`src/rtl/rfcmd_pkg.sv`:
```
package rfcmd_pkg;

	// ****************************************
	// Register offsets
	// ****************************************
	localparam logic [4:0] ADDR_CHIP      = 5'h00;
	localparam logic [4:0] ADDR_PROTO     = 5'h01;
	localparam logic [4:0] ADDR_OPT_FIRST = 5'h02;
	localparam logic [4:0] ADDR_TMR_HI    = 5'h04;
	localparam logic [4:0] ADDR_TMR_LO    = 5'h05;
	localparam logic [4:0] ADDR_RX_WAIT   = 5'h08;
	localparam logic [4:0] ADDR_MOD_CLK   = 5'h09;
	localparam logic [4:0] ADDR_OPT_LAST  = 5'h0B;
	localparam logic [4:0] ADDR_IRQ       = 5'h0C;
	localparam logic [4:0] ADDR_MASK      = 5'h0D;
	localparam logic [4:0] ADDR_COLL      = 5'h0E;
	localparam logic [4:0] ADDR_RSSI      = 5'h0F;
	localparam logic [4:0] ADDR_SPEC1     = 5'h10;
	localparam logic [4:0] ADDR_SPEC2     = 5'h11;
	localparam logic [4:0] ADDR_FIFO_LVL  = 5'h14;
	localparam logic [4:0] ADDR_TEST1     = 5'h1A;
	localparam logic [4:0] ADDR_TEST2     = 5'h1B;
	localparam logic [4:0] ADDR_FIFO_STAT = 5'h1C;
	localparam logic [4:0] ADDR_TX_LEN1   = 5'h1D;
	localparam logic [4:0] ADDR_TX_LEN2   = 5'h1E;
	localparam logic [4:0] ADDR_FIFO_DATA = 5'h1F;

	// ****************************************
	// Direct command codes and host byte fields
	// ****************************************
	localparam logic [4:0] CMD_IDLE      = 5'h00;
	localparam logic [4:0] CMD_SW_INIT   = 5'h03;
	localparam logic [4:0] CMD_FIFO_RST  = 5'h0F;
	localparam logic [4:0] CMD_TX_NOCRC  = 5'h10;
	localparam logic [4:0] CMD_TX_CRC    = 5'h11;
	localparam logic [4:0] CMD_DTX_NOCRC = 5'h12;
	localparam logic [4:0] CMD_DTX_CRC   = 5'h13;
	localparam logic [4:0] CMD_NEXT_SLOT = 5'h14;
	localparam logic [4:0] CMD_RX_BLOCK  = 5'h16;
	localparam logic [4:0] CMD_RX_ENABLE = 5'h17;
	localparam logic [4:0] CMD_RF_INT    = 5'h18;
	localparam logic [4:0] CMD_RF_EXT    = 5'h19;
	localparam int HB_CMD  = 7;
	localparam int HB_READ = 6;
	localparam int HB_CONT = 5;

	// ****************************************
	// Field positions and reset values
	// ****************************************
	localparam int CLO_LO_BIT   = 4;
	localparam int CLO_HI_BIT   = 5;
	localparam int IRQ_TX_END   = 7;
	localparam int RSSI_OSC_BIT = 6;
	localparam int FSTAT_OVF    = 7;
	localparam logic [7:0] PROTO_VIC_MASK = 8'h18;
	localparam logic [7:0] CHIP_RST  = 8'h01;
	localparam logic [7:0] PROTO_RST = 8'h02;
	localparam logic [7:0] MASK_RST  = 8'h3E;
	localparam logic [7:0] RSSI_RST  = 8'h40;
	localparam logic [0:9][7:0] OPT_PRESET = {8'h00, 8'h00, 8'hC1, 8'hC1, 8'h00,
		8'h0E, 8'h07, 8'h91, 8'h10, 8'h87};

	// ****************************************
	// Timing
	// ****************************************
	localparam int CLK_PERIOD_NS = 10;
	localparam int TX_TICK_NS    = 1000;
	localparam int TX_TICK_CYC   = TX_TICK_NS / CLK_PERIOD_NS;
	localparam int RXW_TICK_NS   = 9440;
	localparam int RXW_TICK_CYC  = RXW_TICK_NS / CLK_PERIOD_NS;
	localparam logic [3:0] IDLE_CYC_SERIAL   = 4'h8;
	localparam logic [3:0] IDLE_CYC_PARALLEL = 4'h1;

	// ****************************************
	// Synchroniser bit positions
	// ****************************************
	localparam int P_MAIN   = 8;
	localparam int P_AUX    = 11;
	localparam int P_OSC    = 14;
	localparam int P_SERIAL = 15;
	localparam int P_STB    = 16;
	localparam int P_SEL    = 17;
	localparam int P_EN     = 18;
	localparam int PIN_W    = 19;

	typedef enum logic [2:0] {HP_ADDR = 3'b001, HP_WDATA = 3'b010, HP_RDATA = 3'b100} rfcmd_hp_t;
	typedef enum logic [3:0] {TX_IDLE = 4'b0001, TX_ARMED = 4'b0010, TX_TIMER = 4'b0100,
		TX_SEND = 4'b1000} rfcmd_tx_t;

endpackage

```
`src/rtl/rfcmd_core.sv`:
```
`timescale 1ns/1ps
// Behaviour
// - FIFO reset clears FIFO, status, collision position
// - Immediate transmit starts on first FIFO byte
// - 0x11 appends CRC, 0x10 sends none
// - Delayed transmit waits for transmit timer
// - Next slot marker, vicinity protocol only
// - Block receiver holds decoder in reset
// - Enable receiver releases block-command reset only
// - Transmit end releases decoder reset automatically
// - Nonzero wait time delays decoder release
// - Internal test stores both 3-bit levels
// - External test stores main 3-bit level
// - Start in vicinity protocol after enable
// - Protocol write presets option registers
// - Option edits persist until protocol reselected
// - Clock divider bits survive protocol select
// - Status registers read-only, unused addresses read zero, others read-write
// - Bit 7 set means direct command
// - Idle gives eight or one dummy cycles
// - Software init equals power-on reset
module rfcmd_core #(
	parameter int FIFO_DEPTH = 127
) (
	input  wire logic       mclk,
	input  wire logic       rst,
	input  wire logic       en_pin,
	input  wire logic       hp_sel,
	input  wire logic       hp_strobe,
	input  wire logic [7:0] hp_din,
	output logic [7:0]      hp_dout,
	output logic            hp_dout_oe,
	input  wire logic       port_is_serial,
	input  wire logic [2:0] rssi_main_code,
	input  wire logic [2:0] rssi_aux_code,
	input  wire logic       osc_stable,
	output logic [7:0]      tx_byte,
	output logic            tx_byte_valid,
	input  wire logic       tx_byte_ready,
	output logic            tx_frame_active,
	output logic            tx_append_crc,
	output logic            next_slot_pulse,
	input  wire logic [7:0] rx_byte,
	input  wire logic       rx_byte_valid,
	input  wire logic       coll_valid,
	input  wire logic [7:0] coll_pos,
	output logic            rx_decoder_reset,
	output logic            dummy_clk_active,
	output logic            clock_out_div_sel_lo,
	output logic            clock_out_div_sel_hi
);
	import rfcmd_pkg::*;

	if (FIFO_DEPTH < 2 || FIFO_DEPTH > 127) begin
		$error("FIFO_DEPTH must lie in 2..127");
	end

	// ****************************************
	// State
	// ****************************************
	typedef struct packed {
		logic [PIN_W-1:0]            pin_s1;
		logic [PIN_W-1:0]            pin_s2;
		logic                        strobe_d;
		rfcmd_hp_t                   hp;
		logic [4:0]                  hp_addr;
		logic                        hp_cont;
		logic [7:0]                  dout;
		logic                        dout_oe;
		logic [31:0][7:0]            regs;
		logic [FIFO_DEPTH-1:0][7:0]  mem;
		logic [6:0]                  wr_ptr;
		logic [6:0]                  rd_ptr;
		logic [6:0]                  count;
		logic                        fifo_ovf;
		rfcmd_tx_t                   tx;
		logic                        tx_crc;
		logic [11:0]                 tx_sent;
		logic [15:0]                 tick;
		logic [13:0]                 tmr;
		logic [7:0]                  tx_data;
		logic                        tx_valid;
		logic                        rx_block;
		logic [7:0]                  rxw_units;
		logic [15:0]                 rxw_tick;
		logic                        slot_pulse;
		logic [3:0]                  dummy_cnt;
	} rfcmd_state_t;

	function automatic rfcmd_state_t init_state();
		rfcmd_state_t r;
		r = '0;
		r.hp = HP_ADDR;
		r.tx = TX_IDLE;
		r.regs[ADDR_CHIP] = CHIP_RST;
		r.regs[ADDR_PROTO] = PROTO_RST;
		for (int i = 0; i < 10; i++) begin
			r.regs[int'(ADDR_OPT_FIRST) + i] = OPT_PRESET[i];
		end
		r.regs[ADDR_MASK] = MASK_RST;
		r.regs[ADDR_RSSI] = RSSI_RST;
		return r;
	endfunction

	localparam rfcmd_state_t ST_RST = init_state();

	function automatic logic is_rw(input logic [4:0] a);
		return (a <= ADDR_OPT_LAST) || a == ADDR_MASK || a == ADDR_SPEC1 || a == ADDR_SPEC2 ||
			a == ADDR_FIFO_LVL || a == ADDR_TEST1 || a == ADDR_TEST2 || a == ADDR_TX_LEN1 ||
			a == ADDR_TX_LEN2;
	endfunction

	rfcmd_state_t s_reg;
	rfcmd_state_t s_next;
	logic         cmd_fire;
	logic [4:0]   cmd_code;
	logic         proto_wr;
	logic         tx_end;
	logic         do_init;

	// ****************************************
	// Next state
	// ****************************************
	always_comb begin
		logic        stb;
		logic [7:0]  din;
		logic        push;
		logic [7:0]  push_data;
		logic        pop;
		logic [11:0] tx_len;
		logic [4:0]  rd_addr;
		logic        rd_load;
		rfcmd_state_t keep;
		stb = 1'b0;
		din = '0;
		push = 1'b0;
		push_data = '0;
		pop = 1'b0;
		tx_len = '0;
		rd_addr = '0;
		rd_load = 1'b0;
		keep = ST_RST;
		s_next = s_reg;
		cmd_fire = 1'b0;
		cmd_code = '0;
		proto_wr = 1'b0;
		tx_end = 1'b0;
		do_init = 1'b0;
		s_next.pin_s1 = {en_pin, hp_sel, hp_strobe, port_is_serial, osc_stable, rssi_aux_code,
			rssi_main_code, hp_din};
		s_next.pin_s2 = s_reg.pin_s1;
		s_next.strobe_d = s_reg.pin_s2[P_STB];
		s_next.slot_pulse = 1'b0;
		stb = s_reg.pin_s2[P_STB] & ~s_reg.strobe_d;
		din = s_reg.pin_s2[7:0];
		tx_len = {s_reg.regs[ADDR_TX_LEN1], s_reg.regs[ADDR_TX_LEN2][7:4]};
		s_next.regs[ADDR_RSSI][RSSI_OSC_BIT] = s_reg.pin_s2[P_OSC];
		if (s_reg.dummy_cnt != '0) s_next.dummy_cnt = s_reg.dummy_cnt - 4'h1;
		if (s_reg.tx_valid && tx_byte_ready) begin
			s_next.tx_valid = 1'b0;
			s_next.tx_sent = s_reg.tx_sent + 12'h001;
		end

		// Host port
		if (!s_reg.pin_s2[P_SEL]) begin
			s_next.hp = HP_ADDR;
			s_next.dout_oe = 1'b0;
		end else if (stb) begin
			case (s_reg.hp)
				HP_ADDR: begin
					if (din[HB_CMD]) begin
						cmd_fire = (din[HB_READ:HB_CONT] == 2'b00);
						cmd_code = din[4:0];
					end else begin
						s_next.hp_addr = din[4:0];
						s_next.hp_cont = din[HB_CONT];
						if (din[HB_READ]) begin
							s_next.hp = HP_RDATA;
							rd_addr = din[4:0];
							rd_load = 1'b1;
						end else begin
							s_next.hp = HP_WDATA;
						end
					end
				end
				HP_WDATA: begin
					if (s_reg.hp_addr == ADDR_FIFO_DATA) begin
						push = 1'b1;
						push_data = din;
					end else if (s_reg.hp_addr == ADDR_PROTO) begin
						proto_wr = 1'b1;
						s_next.regs[ADDR_PROTO] = din;
					end else if (is_rw(s_reg.hp_addr)) begin
						s_next.regs[s_reg.hp_addr] = din;
					end
					s_next.hp_addr = s_reg.hp_addr + 5'h01;
					if (!s_reg.hp_cont) s_next.hp = HP_ADDR;
				end
				HP_RDATA: begin
					if (s_reg.hp_cont) begin
						s_next.hp_addr = s_reg.hp_addr + 5'h01;
						rd_addr = s_reg.hp_addr + 5'h01;
						rd_load = 1'b1;
					end else begin
						s_next.hp = HP_ADDR;
						s_next.dout_oe = 1'b0;
					end
				end
				default: s_next.hp = HP_ADDR;
			endcase
		end

		// Register read, FIFO read pops, interrupt status clears on read
		if (rd_load) begin
			s_next.dout_oe = 1'b1;
			case (rd_addr)
				ADDR_FIFO_DATA: begin
					s_next.dout = s_reg.mem[s_reg.rd_ptr];
					pop = (s_reg.count != '0);
				end
				ADDR_FIFO_STAT: s_next.dout = {s_reg.fifo_ovf, s_reg.count};
				ADDR_IRQ: begin
					s_next.dout = s_reg.regs[ADDR_IRQ];
					s_next.regs[ADDR_IRQ] = '0;
				end
				ADDR_COLL, ADDR_RSSI: s_next.dout = s_reg.regs[rd_addr];
				default: s_next.dout = is_rw(rd_addr) ? s_reg.regs[rd_addr] : 8'h00;
			endcase
		end

		// Protocol preset keeps only the clock divider select bits
		if (proto_wr) begin
			for (int i = 0; i < 10; i++) begin
				s_next.regs[int'(ADDR_OPT_FIRST) + i] = OPT_PRESET[i];
			end
			s_next.regs[ADDR_MOD_CLK][CLO_HI_BIT:CLO_LO_BIT] =
				s_reg.regs[ADDR_MOD_CLK][CLO_HI_BIT:CLO_LO_BIT];
		end

		// Direct commands
		if (cmd_fire) begin
			case (cmd_code)
				CMD_IDLE: s_next.dummy_cnt = s_reg.pin_s2[P_SERIAL] ? IDLE_CYC_SERIAL : IDLE_CYC_PARALLEL;
				CMD_SW_INIT: do_init = 1'b1;
				CMD_FIFO_RST: begin
					s_next.wr_ptr = '0;
					s_next.rd_ptr = '0;
					s_next.count = '0;
					s_next.fifo_ovf = 1'b0;
					s_next.regs[ADDR_COLL] = '0;
				end
				CMD_TX_NOCRC, CMD_TX_CRC, CMD_DTX_NOCRC, CMD_DTX_CRC: begin
					s_next.tx = cmd_code[1] ? TX_TIMER : TX_ARMED;
					s_next.tx_crc = cmd_code[0];
					s_next.tx_sent = '0;
					s_next.tick = '0;
					s_next.tmr = {s_reg.regs[ADDR_TMR_HI][5:0], s_reg.regs[ADDR_TMR_LO]};
				end
				CMD_NEXT_SLOT: s_next.slot_pulse = ((s_reg.regs[ADDR_PROTO] & PROTO_VIC_MASK) == 8'h00);
				CMD_RX_BLOCK: s_next.rx_block = 1'b1;
				CMD_RX_ENABLE: s_next.rx_block = 1'b0;
				CMD_RF_INT: s_next.regs[ADDR_RSSI][5:0] = s_reg.pin_s2[P_AUX+2:P_MAIN];
				CMD_RF_EXT: s_next.regs[ADDR_RSSI][2:0] = s_reg.pin_s2[P_MAIN+2:P_MAIN];
				default: ;
			endcase
		end

		// Collision capture wins over a FIFO reset in the same cycle
		if (coll_valid) s_next.regs[ADDR_COLL] = coll_pos;

		// Transmit sequencing; the host is trusted to load length before payload
		case (s_reg.tx)
			TX_ARMED: if (s_reg.count != '0) s_next.tx = TX_SEND;
			TX_TIMER: begin
				if (s_reg.tmr != '0) begin
					s_next.tick = (s_reg.tick == 16'(TX_TICK_CYC - 1)) ? 16'h0000 : s_reg.tick + 16'h0001;
					if (s_reg.tick == 16'(TX_TICK_CYC - 1)) s_next.tmr = s_reg.tmr - 14'h0001;
				end else if (s_reg.count != '0) begin
					s_next.tx = TX_SEND;
				end
			end
			TX_SEND: begin
				if (!s_reg.tx_valid && s_reg.tx_sent == tx_len) begin
					tx_end = 1'b1;
					s_next.tx = TX_IDLE;
					s_next.rx_block = 1'b0;
					s_next.rxw_units = s_reg.regs[ADDR_RX_WAIT];
					s_next.rxw_tick = '0;
					s_next.regs[ADDR_IRQ][IRQ_TX_END] = 1'b1;
				end else if (!s_reg.tx_valid && s_reg.count != '0) begin
					s_next.tx_data = s_reg.mem[s_reg.rd_ptr];
					s_next.tx_valid = 1'b1;
					pop = 1'b1;
				end
			end
			default: ;
		endcase

		// Receive wait countdown after transmit
		if (s_reg.rxw_units != '0 && !tx_end) begin
			s_next.rxw_tick = (s_reg.rxw_tick == 16'(RXW_TICK_CYC - 1)) ? 16'h0000 : s_reg.rxw_tick + 16'h0001;
			if (s_reg.rxw_tick == 16'(RXW_TICK_CYC - 1)) s_next.rxw_units = s_reg.rxw_units - 8'h01;
		end

		// FIFO; host writes take the slot, a coincident receive byte is dropped
		if (!push && rx_byte_valid) begin
			push = 1'b1;
			push_data = rx_byte;
		end
		if (push && s_reg.count == 7'(FIFO_DEPTH)) begin
			push = 1'b0;
			s_next.fifo_ovf = 1'b1;
		end
		if (cmd_fire && cmd_code == CMD_FIFO_RST) begin
			pop = 1'b0;
			push = 1'b0;
		end
		if (push) begin
			s_next.mem[s_reg.wr_ptr] = push_data;
			s_next.wr_ptr = (s_reg.wr_ptr == 7'(FIFO_DEPTH - 1)) ? 7'h00 : s_reg.wr_ptr + 7'h01;
		end
		if (pop) s_next.rd_ptr = (s_reg.rd_ptr == 7'(FIFO_DEPTH - 1)) ? 7'h00 : s_reg.rd_ptr + 7'h01;
		if (push && !pop) s_next.count = s_reg.count + 7'h01;
		else if (pop && !push) s_next.count = s_reg.count - 7'h01;

		// Enable pin low or software init presets everything but the synchronisers
		if (!s_reg.pin_s2[P_EN] || do_init) begin
			keep.pin_s1 = s_next.pin_s1;
			keep.pin_s2 = s_next.pin_s2;
			keep.strobe_d = s_next.strobe_d;
			s_next = keep;
		end
	end

	always_ff @(posedge mclk) begin
		if (rst) begin
			s_reg <= ST_RST;
		end else begin
			s_reg <= s_next;
		end
	end

	// ****************************************
	// Outputs
	// ****************************************
	assign hp_dout              = s_reg.dout;
	assign hp_dout_oe           = s_reg.dout_oe;
	assign tx_byte              = s_reg.tx_data;
	assign tx_byte_valid        = s_reg.tx_valid;
	assign tx_frame_active      = (s_reg.tx == TX_SEND);
	assign tx_append_crc        = s_reg.tx_crc;
	assign next_slot_pulse      = s_reg.slot_pulse;
	assign rx_decoder_reset     = s_reg.rx_block | (s_reg.rxw_units != '0);
	assign dummy_clk_active     = (s_reg.dummy_cnt != '0);
	assign clock_out_div_sel_lo = s_reg.regs[ADDR_MOD_CLK][CLO_LO_BIT];
	assign clock_out_div_sel_hi = s_reg.regs[ADDR_MOD_CLK][CLO_HI_BIT];
endmodule

```
`config.mk`:
```
export PLATFORM = sky130hd
export DESIGN_NAME = rfcmd_core
export DESIGN_NICKNAME = d
export VERILOG_FILES = /design/src/rtl/rfcmd_pkg.sv /design/src/rtl/rfcmd_core.sv
export SDC_FILE = /design/constraint.sdc
export NUM_CORES = 2
export LEC_CHECK = 0
export ABC_AREA = 1
export BUFFER_PORTS_ARGS = -buffer_cell sky130_fd_sc_hd__buf_2
export CAP_MARGIN = 20
export CORE_ASPECT_RATIO = 0.8
export CORE_MARGIN = 3
export CORE_UTILIZATION = 50
export CTS_CLUSTER_SIZE = 8
export DETAILED_ROUTE_END_ITERATION = 16
export PLACE_DENSITY_LB_ADDON = 0.2
export SLEW_MARGIN = 10
export SYNTH_ARGS = -nofsm -noshare
export SYNTH_HDL_FRONTEND = slang
export SYNTH_SLANG_ARGS = --single-unit
```
`constraint.sdc`:
```
create_clock -name mclk -period 7.6 [get_ports mclk]
set_input_delay 0.38 -clock mclk [delete_from_list [all_inputs] [get_ports mclk]]
set_output_delay 0.38 -clock mclk [all_outputs]
set_load 0.005 [all_outputs]
```
## Yosys cells after proc, flatten, opt, wreduce, memory -nomap -nowiden

Cells that the tools add are included.

| operators by class | value |
|---|---|
| add/subtract/negate cells | 11 |
| multiply operators | 0 |
| div/mod/pow operators | 0 |
| magnitude comparators | 8 |
| equality and inequality tests | 52 |
| shifts and indexed selects | 0 |
| multiplexer cells | 120 |
| bitwise gates (word level) | 11 |
| reductions and logical operators | 75 |

Operators by type and width:

| kind | count |
|---|---|
| 1016-bit bitwise mux | 1 |
| 256-bit two-way mux | 3 |
| 257-bit two-way mux | 1 |
| 256-bit bitwise mux | 1 |
| 240-bit two-way mux | 1 |
| 8-bit two-way mux | 17 |
| 5-bit equality test (second input constant) | 26 |
| 127-bit two-way mux | 1 |
| 69-bit two-way mux | 1 |
| 30-bit two-way mux | 2 |
| 8-bit binary-select mux with 7-bit select | 1 |
| 8-bit demux with 7-bit select | 1 |
| 5-bit two-way mux | 10 |
| 47-bit two-way mux | 1 |
| 1-bit two-way mux | 42 |
| 7-bit two-way mux | 6 |
| 8-bit binary-select mux with 5-bit select | 1 |
| 8-bit demux with 5-bit select | 1 |
| 16-bit by 1-bit adder with 16-bit output (second input constant) | 2 |
| 16-bit two-way mux | 2 |
| 8-bit one-hot mux with 4 select lines | 1 |
| 5-bit by 4-bit equality test with 1-bit output (second input constant) | 6 |
| 14-bit two-way mux | 2 |
| 4-bit two-way mux | 7 |
| 63 further kinds | 140 |

| word-level totals | value |
|---|---|
| register bits after elaboration | 1437 |
| bits in latches | 0 |
| bits in writable memories | 0 |
| ROM bits | 0 |
| output and inout bits | 25 |
| word-level logic and storage cells | 462 |
| memories | 0 |

## Depth between registers and ports, before layout

| logic depth | value |
|---|---|
| word-level depth | 19 |
| gate-level depth with buffers | 21 |

## Least setup slack after synthesis

No wires, ideal clock.

| timing | value |
|---|---|
| path kind | reg-to-reg |
| start point | register s_reg[1390] (netlist name) |
| end point | register s_reg[92] (netlist name) |
| library setup time | 0.116 ns |
| arrival time | 2.336 ns |
| required time | 7.484 ns |
| setup slack | 5.148 ns |
| cell stages (with the launch flop) | 16 |
| buffers on the path | 0 |
| clock period less this slack | 2.452 ns |
| cell sequence | dfxtp_1 > inv_1 > ha_1 > nand4_1 > nand2_1 > inv_2 > nor2_8 > inv_2 > nor3_4 > nand2_2 > nand2_2 > nand2_1 > nand3_2 > inv_2 > nor2_1 > nor2_1 |

| on the way | value |
|---|---|
| word-level cells in the longest chain between the ends | 16 |
| elaborated cells on any way between the ends | 32 |

RTL lines:

| item | RTL line | source |
|---|---|---|
| start: declaration | rfcmd_core.sv:113 | `rfcmd_state_t s_reg;` |
| start signal: assignment | rfcmd_core.sv:339 | `s_reg <= s_next;` |
| 5-bit by 1-bit adder with 5-bit output | rfcmd_core.sv:202 | `rd_addr = s_reg.hp_addr + 5'h01;` |
| 5-bit two-way mux | rfcmd_core.sv:200 | `if (s_reg.hp_cont) begin` |
| 5-bit one-hot mux with 2 select lines | rfcmd_core.sv:169 | `case (s_reg.hp)` |
| 5-bit two-way mux | rfcmd_core.sv:168 | `end else if (stb) begin` |
| 5-bit two-way mux | rfcmd_core.sv:165 | `if (!s_reg.pin_s2[P_SEL]) begin` |
| 5-bit equality test | rfcmd_core.sv:216 | `case (rd_addr)` |
| 1-bit two-way mux | rfcmd_core.sv:216 |  |
| 1-bit two-way mux | rfcmd_core.sv:214 | `if (rd_load) begin` |
| 1-bit two-way mux | rfcmd_core.sv:290 | `end else if (!s_reg.tx_valid && s_reg.count != '0) begin` |
| 1-bit two-way mux | rfcmd_core.sv:283 | `if (!s_reg.tx_valid && s_reg.tx_sent == tx_len) begin` |
| 1-bit two-way mux | rfcmd_core.sv:272 | `case (s_reg.tx)` |
| 1-bit two-way mux | rfcmd_core.sv:314 | `if (cmd_fire && cmd_code == CMD_FIFO_RST) begin` |
| 1-bit zero test | rfcmd_core.sv:323 | `if (push && !pop) s_next.count = s_reg.count + 7'h01;` |
| 1-bit logical AND | rfcmd_core.sv:323 |  |
| 3-bit nonzero test (no source line) | n/a |  |
| 2-bit AND reduction (no source line) | n/a |  |

Parallel ways exist; a longest one is shown, timed or not.
A chain may end at the register's enable or synchronous reset.

## Worst setup path in the final report

| timing | value |
|---|---|
| start point | register s_reg[1406] (netlist name) |
| end point | register s_reg[1117] (netlist name) |

| on the way | value |
|---|---|
| word-level cells in the longest chain between the ends | 9 |
| elaborated cells on any way between the ends | 16 |

RTL lines:

| item | RTL line | source |
|---|---|---|
| 5-bit two-way mux | rfcmd_core.sv:171 | `if (din[HB_CMD]) begin` |
| 5-bit two-way mux | rfcmd_core.sv:169 |  |
| 5-bit two-way mux | rfcmd_core.sv:168 |  |
| 5-bit two-way mux | rfcmd_core.sv:165 |  |
| 5-bit by 2-bit equality test with 1-bit output | rfcmd_core.sv:242 | `case (cmd_code)` |
| 1-bit two-way mux | rfcmd_core.sv:242 |  |
| 1-bit two-way mux | rfcmd_core.sv:241 | `if (cmd_fire) begin` |
| 1-bit logical OR | rfcmd_core.sv:327 | `if (!s_reg.pin_s2[P_EN] \|\| do_init) begin` |
| 2-bit OR reduction (no source line) | n/a |  |

Parallel ways exist; a longest one is shown, timed or not.

==> impl_results.md <==
* Status: complete, no violations
* Initial core utilization at between 50 and 60%
* Num CTS Buffers at 197
* Initial antenna violation count at 3
* Stages on the worst setup path at 11
* CP max stage delay at 0.79 ns
* Int Pwr at 12.2 mW
* CP Launch Type: register
* CP Capture Type: register
* DIE AREA at 136000 sq um
* CTS Buffer Depth at 3
* Max Freq at around 0.20 GHz
* Worst Path Buf+Inv at 5
* Post-synth EDFFs at 0
* FF-to-FF path depth at 11
* Initial DRT Pass Iterations at 6
* DRT antenna net count at 0
* Critical Setup Path Class: reg -> reg
* Total core area at 130000 sq um
* Gate power share at 2.3%
* DRC Markers at 0
* Max reg flops at 1415
* Vias/cell at just under 6
* Crit path required time at approximately 8.3 ns
* VDD IR max at 207 uV
* Worst-Skew Late Latency at approximately 0.85 ns
* FF-to-FF End: s_reg[1117]$_SDFFE_PP0P_
* Clock sink total at ~1400
* Top delay family on crit path: buffers and inverters
* Clk root buf: clkbuf_16
* Post-synth top flop: dfxtp_1
* Worst reg2reg setup slack at 2.63 ns
* Kind of path behind the tightest hold check: in -> reg
* Crit-path cells: buf_4 -> inv_1 -> nor2_4 -> nand2_1 -> inv_1 -> nor2_1 -> nand4_1 -> nand3_4 -> buf_4 -> buf_4 -> a21oi_1
* Overall Global Routing Usage at roughly a third
* Minimum clock period at between 4 and 5 ns
* Placed Instances at between 10000 and 15000
* Sequential area share after synthesis at 43.7%
* Max-slew violations at 0
* Synth top area share at 43.7%
* RSZ-0062 raised after global routing: false
* Post-route clock skew at 0.0447 ns
* Worst-path clk slew at 0.05 ns
* Metal1 wirelength at around 100000 um
* Syn Area/Cell at around 6.9 sq um
* GRT overflow at 0
* Maximum level of the CTS H-tree at 4
* Hold path startpoint: rx_byte_valid
* DRT Wirelength at ~230000 um
* Post-CTS setup buffers at 0
* Worst-margin pin slew at between 1 and 1.5 ns
* Commonest cells in the netlist: nand2_1 (1703), a21oi_1 (1444), dfxtp_1 (1437)
* FF-to-FF Start: s_reg[1406]$_SDFF_PP0_
* Distinct cells, synth at 54
* Gpl congestion at 1.03
* Clock power share at 49.9%
* Clock tree from TritonCTS: yes
* Hold path cells at 3
* Vias in the first global route at 58382
* PwrDens at about 220 nW/um^2
* Fin crit share at 65.3%
* Slew HR at 23.5%
* Layout cells sized above 1 at 5.43%
* Chip height at 331 um
* Sw frac at 22.6%
* Synth area leaders: dfxtp_1 (44%), a21oi_1 (11%), nand2_1 (9.7%)
* Syn Inst Count at 9612
* Synth Net Count at between 9000 and 10000
* Hold Crit Endpoint: s_reg[86]$_SDFFE_PP0P_
* Cell Area, Synth at 65900 sq um
* Port Buffer Count at 64
* Post-DP HPWL at 141000 um
* Cell taking the most area after synthesis: dfxtp_1
* Seq cells post-synth at 1437
* Fin cells at roughly 11000
* Nets at 9337
* DR WL met3 at ~25000 um
* CP most frequent cell: buf_4
* Synth-to-Final Area Change at 9.55%
* Die Wd at approximately 410 um
* Setup violators final at 0
* Slowest-stage cell, CP: buf_4
* Max Used Layer: met5
* Switch Pwr at 3.58 mW
* Vias at roughly 65000
* Seq pwr share at between 40 and 50%
* I/O Pins at 65
* Synthesis warning total at 0
* FP Rows at 118
* Routed len/inst at 21.1 um
* Largest net degree at the start of global routing at 193
* Top-count cell post-synth: nand2_1
* Iteration-0 DRC Markers at 7946
* WL met2 at between 90000 and 100000 um
* CP arrival at 5.62 ns
* Max cap viols at 0
* Global-route wire length before repair at 352000 um
* Post-route setup TNS at 0 ns
* Peak fanout along the critical path at 79
* Pleak at 24.5 nW
* Final hold violations at 0
* Async S/R FF share, synth at 0%
[final cells by class]
class	instances	area [sq um]
multi-input combinational	6408	30400
timing repair buffer	213	1760
inverter	1022	3850
clock buffer	204	5030
clock inverter	12	215
fill	12447	57900
antenna	1	2.50
sequential	1437	28800
tap	1740	2180
[worst min-delay path, stage by stage]
cell	delay, ns
buf_2	0.22
o211ai_1	0.22
a21oi_1	0.07
[power groups by stage]
stage / Combinational [mW] / Sequential (mW) / Clock, mW
finish: 0.369 / 7.57 / 7.89
global placement: 0.338 / 7.72 / 0
global route: 0.385 / 7.56 / 8.28
CTS: 0.355 / 7.57 / 7.97
floorplan: 0.196 / 7.71 / 0
detailed placement: 0.340 / 7.72 / 0
[cells in the final DEF, fill, tap and decap left out, types with 94 or more instances in the layout]
cell type and instances:
nand2_1 1700, a21oi_1 1444, dfxtp_1 1434, o21ai_0 1209, inv_1 979, nor2_1 812
nand3_1 688, clkbuf_16 200, o211ai_1 127, buf_4 94
[worst max path at each step]
stage / start / endpoint / slack, ns
CTS: s_reg[1406]$_SDFF_PP0_ / s_reg[1117]$_SDFFE_PP0P_ / 2.92
floorplan: s_reg[1390]$_SDFFE_PP0P_ / s_reg[92]$_SDFFE_PP0P_ / 5.15
global route: s_reg[1406]$_SDFF_PP0_ / s_reg[943]$_SDFFE_PP0P_ / 2.64
finish: s_reg[1406]$_SDFF_PP0_ / s_reg[1117]$_SDFFE_PP0P_ / 2.63
detailed placement: s_reg[1406]$_SDFF_PP0_ / s_reg[928]$_SDFFE_PP0P_ / 2.95
global placement: s_reg[1406]$_SDFF_PP0_ / s_reg[1101]$_SDFFE_PP0P_ / 2.94
[metrics by stage]
step	power (mW)	instance area (sq um)	hold slack [ns]	utilization, %	setup slack, ns
CTS	15.9	72200	0.0581	55.5	2.92
floorplan	7.91	65900	0.388	-	5.15
detailed placement	8.06	66500	0.393	51.2	2.95
finish	15.8	72200	0.106	55.5	2.63
global placement	8.05	66500	0.393	51.2	2.94
global route	16.2	72200	0.115	55.5	2.64
[layer usage]
layer  GRT usage (%)  vias to the layer above
met2            49.0                     3200
met3            7.12                      512
li1                -                    30821
met5               0                        -
met4            13.9                        4
met1            46.1                    30091
[cells by family after synthesis]
family | synth area share, %
simple gates | 21.7
compound gates | 23.3
buf+inv | 10.5
flops | 43.7
xor+xnor | 0.572
fa+ha+maj | 0.342
mux | 0.0152
[timing repair]
action	CTS	global route
hold buffers	36	0
hold endpoints to repair	29	0
setup endpoints to repair	0	0
resized for setup	0	0
Power figures use the tool's default switching activity.
